### src/highv_regs.svh
`ifndef HIGHV_REGS_SVH
`define HIGHV_REGS_SVH

// ------------------------------------------------------------
// Register offsets
// ------------------------------------------------------------
`define HIGHV_OFS_INPUT_STATE    16'h0331
`define HIGHV_OFS_PULL_SELECT    16'h0332
`define HIGHV_OFS_EDGE_POLARITY  16'h0333
`define HIGHV_OFS_CONV_BYPASS    16'h0334
`define HIGHV_OFS_DIRECT_CONNECT 16'h033B
`define HIGHV_OFS_EVENT_STATUS   16'h0340
`define HIGHV_OFS_EVENT_MASK     16'h0341

// ------------------------------------------------------------
// Field layout and reset values
// ------------------------------------------------------------
`define HIGHV_PIN_MSB            1
`define HIGHV_PIN_LSB            0
`define HIGHV_CFG_RESET          2'h0
`define HIGHV_RD_IDLE            8'h00
`define HIGHV_SYNC_STAGES        2
`endif

### src/highv_pkg.sv
package highv_pkg;
  typedef logic [1:0]  pin_vec_t;
  typedef logic [15:0] addr_t;
  typedef logic [7:0]  data_t;

  typedef enum logic [2:0] {
    SEL_NONE,
    SEL_INPUT_STATE,
    SEL_PULL_SELECT,
    SEL_EDGE_POLARITY,
    SEL_CONV_BYPASS,
    SEL_DIRECT_CONNECT,
    SEL_EVENT_STATUS,
    SEL_EVENT_MASK
  } reg_sel_e;
endpackage

### src/highv_sync_if.sv
`timescale 1ns/100ps
interface highv_sync_if;
  highv_pkg::pin_vec_t pinRaw;
  highv_pkg::pin_vec_t polarity;
  highv_pkg::pin_vec_t pinSync;
  highv_pkg::pin_vec_t edgeEvent;

  modport owner (output pinRaw, output polarity,
                 input pinSync, input edgeEvent);
  modport sync  (input pinRaw, input polarity,
                 output pinSync, output edgeEvent);
endinterface

### src/highv_input_port_control.sv
`timescale 1ns/100ps
`include "highv_regs.svh"
module highv_input_port_control (
  input  wire logic                clk_sys,
  input  wire logic                rst_n,
  input  wire highv_pkg::addr_t    addr,
  input  wire highv_pkg::data_t    wrData,
  input  wire logic                wrEn,
  input  wire logic                rdEn,
  output      highv_pkg::data_t    rdData,
  input  wire highv_pkg::pin_vec_t high_voltage_input_pin,
  input  wire highv_pkg::pin_vec_t highv_digital_input_enable,
  input  wire highv_pkg::pin_vec_t highv_adc_connect_enable,
  input  wire highv_pkg::pin_vec_t highv_test_enable,
  input  wire logic                stopMode,
  output      highv_pkg::pin_vec_t inputBufferEnable,
  output      highv_pkg::pin_vec_t pullupEnable,
  output      highv_pkg::pin_vec_t pulldownEnable,
  output      highv_pkg::pin_vec_t dividerActive,
  output      highv_pkg::pin_vec_t adcDirectPath,
  output      highv_pkg::pin_vec_t converterBypass,
  output      logic                irq
);
  highv_pkg::pin_vec_t highv_pull_select;
  highv_pkg::pin_vec_t highv_edge_polarity;
  highv_pkg::pin_vec_t highv_converter_bypass;
  highv_pkg::pin_vec_t highv_direct_connect;
  highv_pkg::pin_vec_t eventStatus;
  highv_pkg::pin_vec_t eventMask;
  highv_pkg::pin_vec_t digitalMode;
  highv_pkg::pin_vec_t stateView;
  highv_pkg::pin_vec_t next_bufEn;
  highv_pkg::pin_vec_t next_pullup;
  highv_pkg::reg_sel_e wrSel;
  highv_pkg::reg_sel_e rdSel;
  highv_pkg::data_t    next_rdData;

  // ------------------------------------------------------------
  // Address decode, shared by write and read paths
  // ------------------------------------------------------------
  function automatic highv_pkg::reg_sel_e decode(highv_pkg::addr_t a);
    highv_pkg::reg_sel_e s;
    s = highv_pkg::SEL_NONE;
    unique case (a)
      `HIGHV_OFS_INPUT_STATE:    s = highv_pkg::SEL_INPUT_STATE;
      `HIGHV_OFS_PULL_SELECT:    s = highv_pkg::SEL_PULL_SELECT;
      `HIGHV_OFS_EDGE_POLARITY:  s = highv_pkg::SEL_EDGE_POLARITY;
      `HIGHV_OFS_CONV_BYPASS:    s = highv_pkg::SEL_CONV_BYPASS;
      `HIGHV_OFS_DIRECT_CONNECT: s = highv_pkg::SEL_DIRECT_CONNECT;
      `HIGHV_OFS_EVENT_STATUS:   s = highv_pkg::SEL_EVENT_STATUS;
      `HIGHV_OFS_EVENT_MASK:     s = highv_pkg::SEL_EVENT_MASK;
      default:                   s = highv_pkg::SEL_NONE;
    endcase
    return s;
  endfunction

  assign wrSel = wrEn ? decode(addr) : highv_pkg::SEL_NONE;
  assign rdSel = decode(addr);

  // ------------------------------------------------------------
  // Pin synchroniser and edge detect
  // ------------------------------------------------------------
  highv_sync_if syncBus ();

  assign syncBus.pinRaw   = high_voltage_input_pin;
  assign syncBus.polarity = highv_edge_polarity;

  highv_pin_sync u_sync (
    .clk_sys (clk_sys),
    .rst_n   (rst_n),
    .port    (syncBus.sync)
  );

  // ------------------------------------------------------------
  // Configuration registers
  // ------------------------------------------------------------
  // The input state has no storage; a write there lands nowhere
  always_ff @(posedge clk_sys or negedge rst_n) begin
    if (!rst_n) begin
      highv_pull_select <= `HIGHV_CFG_RESET;
    end else if (wrSel == highv_pkg::SEL_PULL_SELECT) begin
      highv_pull_select <= wrData[`HIGHV_PIN_MSB:`HIGHV_PIN_LSB];
    end
  end

  always_ff @(posedge clk_sys or negedge rst_n) begin
    if (!rst_n) begin
      highv_edge_polarity <= `HIGHV_CFG_RESET;
    end else if (wrSel == highv_pkg::SEL_EDGE_POLARITY) begin
      highv_edge_polarity <= wrData[`HIGHV_PIN_MSB:`HIGHV_PIN_LSB];
    end
  end

  always_ff @(posedge clk_sys or negedge rst_n) begin
    if (!rst_n) begin
      highv_converter_bypass <= `HIGHV_CFG_RESET;
    end else if (wrSel == highv_pkg::SEL_CONV_BYPASS) begin
      highv_converter_bypass <= wrData[`HIGHV_PIN_MSB:`HIGHV_PIN_LSB];
    end
  end

  always_ff @(posedge clk_sys or negedge rst_n) begin
    if (!rst_n) begin
      highv_direct_connect <= `HIGHV_CFG_RESET;
    end else if (wrSel == highv_pkg::SEL_DIRECT_CONNECT) begin
      highv_direct_connect <= wrData[`HIGHV_PIN_MSB:`HIGHV_PIN_LSB];
    end
  end

  // ------------------------------------------------------------
  // Event status, mask and interrupt
  // ------------------------------------------------------------
  // Set beats the write-one clear so no edge is dropped
  always_ff @(posedge clk_sys or negedge rst_n) begin
    if (!rst_n) begin
      eventStatus <= `HIGHV_CFG_RESET;
    end else begin
      eventStatus <= (eventStatus &
                      ~((wrSel == highv_pkg::SEL_EVENT_STATUS) ?
                        wrData[`HIGHV_PIN_MSB:`HIGHV_PIN_LSB] :
                        `HIGHV_CFG_RESET))
                     | (syncBus.edgeEvent & digitalMode);
    end
  end

  always_ff @(posedge clk_sys or negedge rst_n) begin
    if (!rst_n) begin
      eventMask <= `HIGHV_CFG_RESET;
    end else if (wrSel == highv_pkg::SEL_EVENT_MASK) begin
      eventMask <= wrData[`HIGHV_PIN_MSB:`HIGHV_PIN_LSB];
    end
  end

  // Straight from a flop, so irq lags status by one cycle
  always_ff @(posedge clk_sys or negedge rst_n) begin
    if (!rst_n) begin
      irq <= 1'b0;
    end else begin
      irq <= |(eventMask & eventStatus);
    end
  end

  // ------------------------------------------------------------
  // Pad and analog path control
  // ------------------------------------------------------------
  assign digitalMode = highv_digital_input_enable &
                       ~highv_adc_connect_enable;

  always_comb begin
    for (int i = 0; i < 2; i++) begin
      if (stopMode) begin
        next_bufEn[i] = highv_digital_input_enable[i];
      end else if (highv_adc_connect_enable[i]) begin
        next_bufEn[i] = highv_test_enable[i] &
                        ~highv_direct_connect[i];
      end else begin
        next_bufEn[i] = highv_digital_input_enable[i];
      end
    end
  end

  assign next_pullup = highv_adc_connect_enable & highv_pull_select &
                       highv_test_enable & {2{~stopMode}};

  always_ff @(posedge clk_sys or negedge rst_n) begin
    if (!rst_n) begin
      inputBufferEnable <= `HIGHV_CFG_RESET;
      pullupEnable      <= `HIGHV_CFG_RESET;
      pulldownEnable    <= `HIGHV_CFG_RESET;
    end else begin
      inputBufferEnable <= next_bufEn;
      pullupEnable      <= next_pullup;
      pulldownEnable    <= highv_adc_connect_enable &
                           ~next_pullup;
    end
  end

  always_ff @(posedge clk_sys or negedge rst_n) begin
    if (!rst_n) begin
      dividerActive   <= `HIGHV_CFG_RESET;
      adcDirectPath   <= `HIGHV_CFG_RESET;
      converterBypass <= `HIGHV_CFG_RESET;
    end else begin
      dividerActive   <= highv_adc_connect_enable &
                         ~highv_direct_connect;
      adcDirectPath   <= highv_adc_connect_enable &
                         highv_direct_connect;
      converterBypass <= highv_adc_connect_enable &
                         highv_direct_connect &
                         highv_converter_bypass;
    end
  end

  // ------------------------------------------------------------
  // Read path
  // ------------------------------------------------------------
  // Non-digital pins read as one
  assign stateView = (syncBus.pinSync & digitalMode) |
                     ~digitalMode;

  always_comb begin
    next_rdData = `HIGHV_RD_IDLE;
    unique case (rdSel)
      highv_pkg::SEL_INPUT_STATE:    next_rdData[1:0] = stateView;
      highv_pkg::SEL_PULL_SELECT:    next_rdData[1:0] = highv_pull_select;
      highv_pkg::SEL_EDGE_POLARITY:  next_rdData[1:0] = highv_edge_polarity;
      highv_pkg::SEL_CONV_BYPASS:
        next_rdData[1:0] = highv_converter_bypass;
      highv_pkg::SEL_DIRECT_CONNECT: next_rdData[1:0] = highv_direct_connect;
      highv_pkg::SEL_EVENT_STATUS:   next_rdData[1:0] = eventStatus;
      highv_pkg::SEL_EVENT_MASK:     next_rdData[1:0] = eventMask;
      highv_pkg::SEL_NONE:           next_rdData = `HIGHV_RD_IDLE;
    endcase
  end

  // Data stand for one cycle only; upper bits stay zero
  always_ff @(posedge clk_sys or negedge rst_n) begin
    if (!rst_n) begin
      rdData <= `HIGHV_RD_IDLE;
    end else if (rdEn) begin
      rdData <= next_rdData;
    end else begin
      rdData <= `HIGHV_RD_IDLE;
    end
  end
endmodule

### src/highv_pin_sync.sv
`timescale 1ns/100ps
`include "highv_regs.svh"
module highv_pin_sync (
  input  wire logic  clk_sys,
  input  wire logic  rst_n,
  highv_sync_if.sync port
);
  highv_pkg::pin_vec_t stage1;
  highv_pkg::pin_vec_t stage2;
  highv_pkg::pin_vec_t history;

  // ------------------------------------------------------------
  // Two-stage synchroniser, then one history stage
  // ------------------------------------------------------------
  genvar i;
  generate
    for (i = 0; i < 2; i++) begin : g_pin
      always_ff @(posedge clk_sys or negedge rst_n) begin
        if (!rst_n) begin
          stage1[i]  <= 1'b0;
          stage2[i]  <= 1'b0;
          history[i] <= 1'b0;
        end else begin
          stage1[i]  <= port.pinRaw[i];
          stage2[i]  <= stage1[i];
          history[i] <= stage2[i];
        end
      end
      // Rising when polarity is one, falling otherwise
      assign port.edgeEvent[i] = port.polarity[i] ?
                                 (stage2[i] & ~history[i]) :
                                 (~stage2[i] & history[i]);
    end
  endgenerate

  assign port.pinSync = stage2;
endmodule

### config.mk
export PLATFORM = sky130hd
export DESIGN_NAME = highv_input_port_control
export DESIGN_NICKNAME = d
export VERILOG_FILES = /design/src/highv_pkg.sv /design/src/highv_sync_if.sv /design/src/highv_input_port_control.sv /design/src/highv_pin_sync.sv
export VERILOG_INCLUDE_DIRS = /design/src /design/src/src
export SDC_FILE = /design/constraint.sdc
export NUM_CORES = 1
export LEC_CHECK = 0
export ABC_AREA = 1
export ABC_CLOCK_PERIOD_IN_PS = 1100
export BUFFER_PORTS_ARGS = -buffer_cell sky130_fd_sc_hd__buf_2
export CORE_ASPECT_RATIO = 0.5
export CORE_MARGIN = 2
export CORE_UTILIZATION = 30
export CTS_BUF_LIST = sky130_fd_sc_hd__clkbuf_16
export DETAILED_ROUTE_END_ITERATION = 12
export PLACE_DENSITY = 0.51
export SLEW_MARGIN = 20
export SYNTH_ARGS = -nofsm -noshare
export SYNTH_HDL_FRONTEND = slang
export SYNTH_SLANG_ARGS = --single-unit
### constraint.sdc
create_clock -name clk_sys -period 1.1 [get_ports clk_sys]
set_clock_uncertainty 0.05 [all_clocks]
set_input_delay 0.11 -clock clk_sys [delete_from_list [all_inputs] [get_ports clk_sys]]
set_output_delay 0.11 -clock clk_sys [all_outputs]
set_load 0.01 [all_outputs]
### Word-level counts from Yosys, hierarchy flattened

Cells that the tools add are included.

| word-level totals | value |
|---|---|
| bits in writable memories | 0 |
| latch bits | 0 |
| ROM bits | 0 |
| output and inout port bits | 21 |
| flip-flop bits (word level) | 39 |
| logic and storage cells | 85 |
| bits of input ports | 37 |
| memories | 0 |

| cells by class | value |
|---|---|
| shift operators | 0 |
| div/mod/pow operators | 0 |
| bitwise logic cells | 32 |
| multiplexer cells | 11 |
| $lt $le $gt $ge | 0 |
| reduce and logical (&&, ||, !) cells | 2 |
| equality and inequality tests | 20 |
| add/sub/neg operators | 0 |
| multiply operators | 0 |

Operator list:

| kind | number |
|---|---|
| == test 16 x 10 -> 1 bit (second input constant) | 7 |
| bitwise AND 2 bit | 12 |
| == test 3 bit (second input constant) | 8 |
| one-hot mux 3 bit (7 select lines) | 1 |
| one-hot mux 2 bit (8 select lines) | 1 |
| == test 3 x 2 -> 1 bit (second input constant) | 4 |
| NOT 2 bit | 5 |
| NOT 1 bit | 7 |
| bitwise AND 1 bit | 6 |
| two-way mux 1 bit | 6 |
| two-way mux 2 bit | 2 |
| OR 2 bit | 2 |
| == test 3 x 1 -> 1 bit (second input constant) | 1 |
| zero test 3 bit | 1 |
| two-way mux 3 bit | 1 |
| OR reduction 2 bit | 1 |

### Depth between registers and ports, before layout

Gate-level depths: netlist (run 1).

| depth | value |
|---|---|
| depth in word-level cells | 8 |
| mapped depth | 12 |
| gate-level depth less buffers | 12 |

### By module

From an unflattened synthesis (run 1), not the netlist that was laid out.

| unflattened totals | value |
|---|---|
| cell total of the unflattened synthesis | 204 |
| area total of the unflattened synthesis | 1727.9 um^2 |

Modules (own cells, without submodules):

| module | cells an instance | times used | area each (um^2) |
|---|---|---|---|
| highv_input_port_control | 186 | 1 | 1527.7 |
| highv_pin_sync | 18 | 1 | 200.2 |

### Worst setup path before layout (run 1)

No wires, ideal clock.

| timing | value |
|---|---|
| path type | input -> register |
| from | in addr[15] |
| to | reg rdData[1] |
| stages on the path | 9 |
| library setup time | 0.130 ns |
| buffers on the path | 0 |
| arrival | 1.079 ns |
| setup slack | -0.159 ns |
| cell sequence | nor2_2 -> nand2_2 -> nor2_8 -> nand3_2 -> nor2_4 -> nor2_4 -> nand3_1 -> and3_1 -> a21oi_2 |

| between the ends | value |
|---|---|
| word-level cells in the longest chain between the ends | 5 |

RTL lines:

| item | line | source |
|---|---|---|
| start, declared | highv_input_port_control.sv:6 | `input wire highv_pkg::addr_t addr,` |
| == test 16 x 10 -> 1 bit | highv_input_port_control.sv:44 | `unique case (a)` |
| one-hot mux 3 bit (7 select lines) * | highv_input_port_control.sv:44 |  |
| == test 3 bit (tied with other cells) | highv_input_port_control.sv:203 | `unique case (rdSel)` |
| one-hot mux 2 bit (8 select lines) * | highv_input_port_control.sv:203 |  |
| two-way mux 2 bit * | highv_input_port_control.sv:220 | `end else if (rdEn) begin` |
| end signal, assigned | highv_input_port_control.sv:219 | `` rdData <= `HIGHV_RD_IDLE; `` |
| end signal, assigned | highv_input_port_control.sv:221 | `rdData <= next_rdData;` |
| end signal, assigned | highv_input_port_control.sv:223 | `` rdData <= `HIGHV_RD_IDLE; `` |
| end, declared | highv_input_port_control.sv:10 | `output highv_pkg::data_t rdData,` |

Mark *: on every way between the ends. The rest lies on a longest branch, timed or not.
A chain may end at the register's enable or synchronous reset.

### Worst setup path in the final report (run 1)

| timing | value |
|---|---|
| from | in addr[13] |
| to | reg rdData[1] |

The elaborated chain is that of the path after synthesis.

==> run summary, run 1 <==
Status = finished with violations
Failing checks = setup timing
Int Pwr = 2.42 mW
#FFs+latches synth = 33
Most common cell after layout, fill and taps aside = buf_2
Initial Utilization = 31.0%
Sequential cell fraction of total power = 40.8%
Die height = 57.1 um
Worst setup EP type = flip-flop
Critical path peak fanout = 5
Longest Clk Path Bufs = 2
Share of cells above drive strength 1 = 42.5%
Root buf cell = clkbuf_16
CTS tree = yes
Required @ worst endpoint = 1240 ps
Number of CTS-inserted buffers = 5
Largest net degree at the start of global routing = 34
H-Tree Depth = 2
Final net count = 309
Worst path arrival time = 1350 ps
Die width = 110 um
Clock-pin slew on the worst setup and hold paths = 50 ps
# IOs = 58
Power share of the clock group = 49.3%
Min Tclk post-route = 1210 ps
Final worst path period share = 110%
Remaining Overflow, GRT = 0
Routed wire per std cell = 11.2 um
Initial antenna violation count = 0
Antenna Cells = 0
Placed Instances = 326
Setup WS pre-CTS = -451 ps
Area Growth Syn to Fin = 48.7%
# rows = 19
Pleak = 1.32 nW
DP HPWL = 2970 um
Mapped Cells = 199
Die Footprint = 0.00630 mm^2
Input/output buffers = 45
Skew-Pair Late Insertion Delay = 270 ps
Avg Vias per Cell = 4.36
Worst vdd ir = 0.621 mV
RSZ-0062 raised after global routing = true
Total Wirelength = 3860 um
Avg Inst Size Synth = 8.51 um^2
CTS Sinks = 33
Max Cap Viol = 0
Power Density = 1220 mW/mm^2
Final hold vios = 0
Sw power = 643 uW
Final Non-Filler Cells = 346
First-pass GRT wire length = 6760 um
Register area share after synthesis = 48.8%
Initial drt markers = 41
Vias in the first global route = 1491
Crit start category = input pin
Synth cell types = 25
Synthesis Warnings = 0
Slew Viols, Final = 0
Switching share of power = 21.0%
Antenna Violating Nets Remaining = 0
Max Freq = 828 MHz
Gate power share = 9.8%
Via Count = 1510
Mapped Area = 0.00169 mm^2
Crit path setup slack, layout = -108 ps
Final Setup Violations = 8
Critical path type = in2reg
Core Box Area = 0.00547 mm^2
Drc violations = 0
Router iterations before antenna repair = 4
Hold Path Class = in2reg
Commonest cells after routing, fill and taps aside = 39 x buf_2, 33 x dfrtp_1, 29 x inv_1, 26 x nand2_1
GRT Util Overall = 13.8%
Gpl congestion = 0.850
==> per-layer routing <==
metal / vias up / routed length, um / global-route usage [%]
met5: - / 0 / 0
met4: 0 / 17 / 3.75
met3: 2 / 251 / 3.20
met2: 51 / 1650 / 20.6
met1: 681 / 1940 / 20.2
li1: 776 / - / -
==> power by group through the flow <==
stage                     clock, mW  sequential [mW]  combinational (mW)
after floorplan                   0             1.28               0.108
after global placement            0             1.27               0.248
after detailed placement          0             1.27               0.251
after CTS                      1.56             1.25               0.290
after global routing           1.62             1.25               0.338
final                          1.51             1.25               0.301
==> area by class of cell <==
| class | instances | area [um^2] |
|---|---|---|
| clock buffer | 5 | 125 |
| fill | 548 | 2950 |
| sequential | 33 | 826 |
| multi-input combinational | 133 | 861 |
| tap | 73 | 91.3 |
| inverter | 33 | 128 |
| timing repair buffer | 66 | 449 |
| clock inverter | 3 | 37.5 |
==> cells in the mapped netlist (all sizes together) <==
cell	count	share of area (%)
a21oi	12	3.8
inv	33	7.3
a22o	1	0.52
nand4	11	5.2
dfrtp	33	49
conb	1	0.22
nand3	14	5.5
nor2	32	10
o31ai	2	0.89
nand2	38	10
nor3	2	0.59
o21ai	12	3.5
and3	2	0.74
buf	6	2.7
==> final timing paths <==
path	start	end	slack, ps	cells past startpoint
max	addr[13]	rdData[1]$_DFF_PN0_	-110	9
min	highv_adc_connect_enable[1]	adcDirectPath[1]$_DFF_PN0_	30	3
max reg2reg	highv_direct_connect[0]$_DFFE_PN0N_	inputBufferEnable[0]$_DFF_PN0_	110	5
min reg2reg	u_sync.stage1[1]$_DFF_PN0_	u_sync.port.pinSync[1]$_DFF_PN0_	290	0
max in group asynchronous	rst_n	eventMask[1]$_DFFE_PN0N_	560	3
min in group asynchronous	rst_n	highv_converter_bypass[1]$_DFFE_PN0N_	270	3
==> stage by stage <==
stage	total power [mW]	area [um^2]	TNS [ps]	utilization, %	hold slack, ps
2_1_floorplan	1.39	1770	-1090	-	-236
3_3_place_gp	1.52	2130	-4580	38.9	26.0
3_5_place_dp	1.52	2130	-4760	38.9	28.0
4_1_cts	3.10	2450	-562	44.9	27.0
5_1_grt	3.21	2520	-1870	46.0	49.7
6_report	3.07	2520	-617	46.0	31.5
==> state kept, by name, summed over array words and instances, names as in the netlist, 2 cells and up <==
signal and cells:
adcDirectPath 2, converterBypass 2, dividerActive 2, eventMask 2
eventStatus 2, highv_converter_bypass 2, highv_direct_connect 2, highv_edge_polarity 2
highv_pull_select 2, inputBufferEnable 2, pulldownEnable 2, pullupEnable 2
rdData 2, u_sync.history 2, u_sync.port.pinSync 2, u_sync.stage1 2
==> worst max-delay path: stages <==
cell and delay [ps]:
buf_6 90, nor2_4 110, nand2_4 90, nor2_8 170, nand4_1 190, nand3_2 200
nand3_2 70, and3_4 170, a21oi_2 130
==> logic make-up after synthesis <==
family / synth area share (%)
other: 0.222
and+or+nand+nor: 32.3
DFF: 48.8
buffers and inverters: 9.98
AOI/OAI and AO/OA: 8.72
==> repair_timing <==
action                                  4_1_cts  5_1_grt
endpoints found under the setup margin       12       15
gates cloned                                  1        0
setup buffers                                 3        3
hold buffers                                  5        0
resized for setup                            19       10
pin swaps                                    12       10
hold endpoints to repair                     37        0
Power figures use the tool's default switching activity.
==> run 2, diff against run 1 <==
Settings changed: BUFFER_PORTS_ARGS -buffer_cell sky130_fd_sc_hd__buf_2 to not set, DONT_BUFFER_PORTS set to 1, PLACE_DENSITY 0.51 to 0.43.
==> run 2 against run 1 <==
The flow finishes with violations (hold timing, setup timing). Largest power group unchanged. Combinational power decreased by 27%. Sequential cell count unchanged. Global-route usage increased by 0.56 points. Sequential power about the same. Highest routed layer unchanged. Routed wire length increased by 9.1%.
==> run summary, run 2 (same netlist as run 1, synthesis figures left out) <==
Critical path type = in2reg
Longest Clk Path Bufs = 2 (unchanged)
Avg Vias per Cell = 4.53 (+3.8%)
Pwr Total = 3.07 mW (+0.25%)
Most common cell after layout, fill and taps aside = dfrtp_1
Util after Layout = 43.3% (-2.7 points)
CTS Sinks = 33 (unchanged)
Vias in the first global route = 1379 (-7.5%)
Commonest cells after routing, fill and taps aside = 33 x dfrtp_1, 29 x inv_1, 26 x nand2_1, 18 x nor2_1, 14 x dlygate4sd3_1
Power Density = 1300 mW/mm^2 (+6.6%)
Worst setup EP type = flip-flop
DP HPWL = 3100 um (+4.6%)
Die Footprint = 0.00630 mm^2 (unchanged)
Slew Viols, Final = 0 (unchanged)
Crit path setup slack, layout = -9.30 ps (+98.2 ps)
Largest net degree at the start of global routing = 34 (unchanged)
Share of cells above drive strength 1 = 28.8% (-14 points)
Final worst path period share = 101% (-8.9 points)
Status = finished with violations
Critical path peak fanout = 5 (unchanged)
Total Wirelength = 4210 um (+9.1%)
GRT Util Overall = 14.4% (+0.56 points)
Die height = 57.1 um (unchanged)
Remaining Overflow, GRT = 0 (unchanged)
Area Growth Syn to Fin = 39.9%
Met2 usage = 20.1% (-0.53 points)
Antenna Cells = 0 (unchanged)
Layer with the highest usage = met1
Worst Reg-to-Reg Cells = 5 (unchanged)
Delay of the slowest critical-path stage = 190 ps (about the same)
CP delay by family, top = simple AND/OR/NAND/NOR gates
Clock-pin slew on the worst setup and hold paths = 60 ps (about the same)
First-pass GRT wire length = 6830 um (+1.1%)
Worst vdd ir = 0.691 mV (+11%)
Initial antenna violation count = 0 (unchanged)
Antenna Violating Nets Remaining = 0 (unchanged)
Met1 Use GR = 21.9% (+1.7 points)
Min Tclk post-route = 1110 ps (-98.2 ps)
Pleak = 1.15 nW (-13%)
Most frequent CP cell = nor2_4
Root buf cell = clkbuf_16
Input/output buffers = 0 (-100%)
# rows = 19 (unchanged)
Crit start category = input pin
RSZ-0062 raised after global routing = true
Stages on the worst setup path = 10 (+1)
Initial drt markers = 79 (+93%)
Max Cap Viol = 0 (unchanged)
Hold slack = -2.46 ps (-34.0 ps)
Drc violations = 0 (unchanged)
Worst path arrival time = 1210 ps (-140 ps)
CP Cell Sequence = nor2_4, nand2_4, nor2_8, nand2_2, nor2_4, nor2_2, nand4_1, nand2_1, nor2_1, a21oi_2
Gpl congestion = 0.785 (-7.7%)
# IOs = 58 (unchanged)
Failing checks = hold timing, setup timing
Initial Utilization = 31.0% (unchanged)
Via Count = 1400 (-7.3%)
GR Util met3 = 3.43% (+0.23 points)
Router iterations before antenna repair = 4 (unchanged)
Final hold vios = 1 (+1)
CTS tree = yes
Skew-Pair Late Insertion Delay = 270 ps (about the same)
Buf/Inv on CP = 0 (-1)
Slowest CP cell = nor2_4
Core Box Area = 0.00547 mm^2 (unchanged)
Final Setup Violations = 2 (-6)
Routed wire per std cell = 13.6 um (+22%)
Hold Path Class = in2reg
Required @ worst endpoint = 1200 ps (-40 ps)
Die width = 110 um (unchanged)
Number of CTS-inserted buffers = 5 (unchanged)
H-Tree Depth = 2 (unchanged)
Final net count = 272 (-12%)
Max Freq = 901 MHz (+8.9%)
Worst Hold Path Cells = 2 (-1)
==> run 2: changes by cell type in the layout (fill, tap and decap cells not counted), moves of 2 or more <==
cell / delta
buf_2: -39
buf_4: -3
buf_6: -4
dlygate4sd3_1: +9
nand3_2: -2
nand4_2: -2
nand4_4: +2
nor2_1: +3
nor2_2: -3
==> run 2: power by group <==
group | switching (mW) | internal [mW] | total, mW
combinational | 0.130 | 0.0884 | 0.219
clock | 0.523 | 1.07 | 1.59
sequential | 0.0198 | 1.24 | 1.26
total | 0.673 | 2.40 | 3.07
==> run 2: final cells by class <==
type                       count  area [um^2]
inverter                      33          128
clock inverter                 3         46.3
sequential                    33          826
fill                         558         3100
multi-input combinational    133          871
clock buffer                   5          125
tap                           73         91.3
timing repair buffer          29          282
==> run 2: worst paths after layout <==
path | start | end | slack [ps]
setup / recovery | addr[11] | rdData[0]$_DFF_PN0_ | -9
hold / removal | highv_adc_connect_enable[0] | dividerActive[0]$_DFF_PN0_ | -2
setup reg to reg | highv_direct_connect[1]$_DFFE_PN0N_ | inputBufferEnable[1]$_DFF_PN0_ | 90
hold reg to reg | u_sync.stage1[1]$_DFF_PN0_ | u_sync.port.pinSync[1]$_DFF_PN0_ | 300
max in group asynchronous | rst_n | eventStatus[0]$_DFF_PN0_ | 590
min in group asynchronous | rst_n | highv_direct_connect[1]$_DFFE_PN0N_ | 230
==> run 2: routing by layer <==
layer / up-vias / share of wire, %
met3: 4 / 5.8
met5: - / 0
met1: 644 / 53
li1: 711 / -
met4: 0 / 0.97
met2: 41 / 41
==> run 2: stage by stage <==
stage	hold slack [ps]	setup slack, ps	TNS [ps]	area, um^2	cells
after floorplan	-236	-146	-1090	1770	204
after detailed placement	-235	-333	-3410	1910	282
after global placement	-235	-318	-3090	1910	282
final	-2.46	-9.30	-14.5	2370	309
after CTS	6.88	-10.5	-10.5	2310	307
after global routing	25.0	-109	-627	2370	309
==> run 2: repair_timing <==
action / in CTS / in global routing
gates cloned: 1 / 0
buffers inserted: 0 / 3
gates resized for setup: 11 / 10
pin swaps: 13 / 14
hold buffers: 16 / 0
endpoints found under the setup margin: 6 / 11
endpoints found under the hold margin: 55 / 0
==> run 2: worst register-to-register path, delay by kind of cell, from the launching register on <==
family | cells | cell delay, ps
DFF | 1 | 430
AOI/OAI and AO/OA | 2 | 180
buffers and inverters | 1 | 50
and+or+nand+nor | 2 | 240
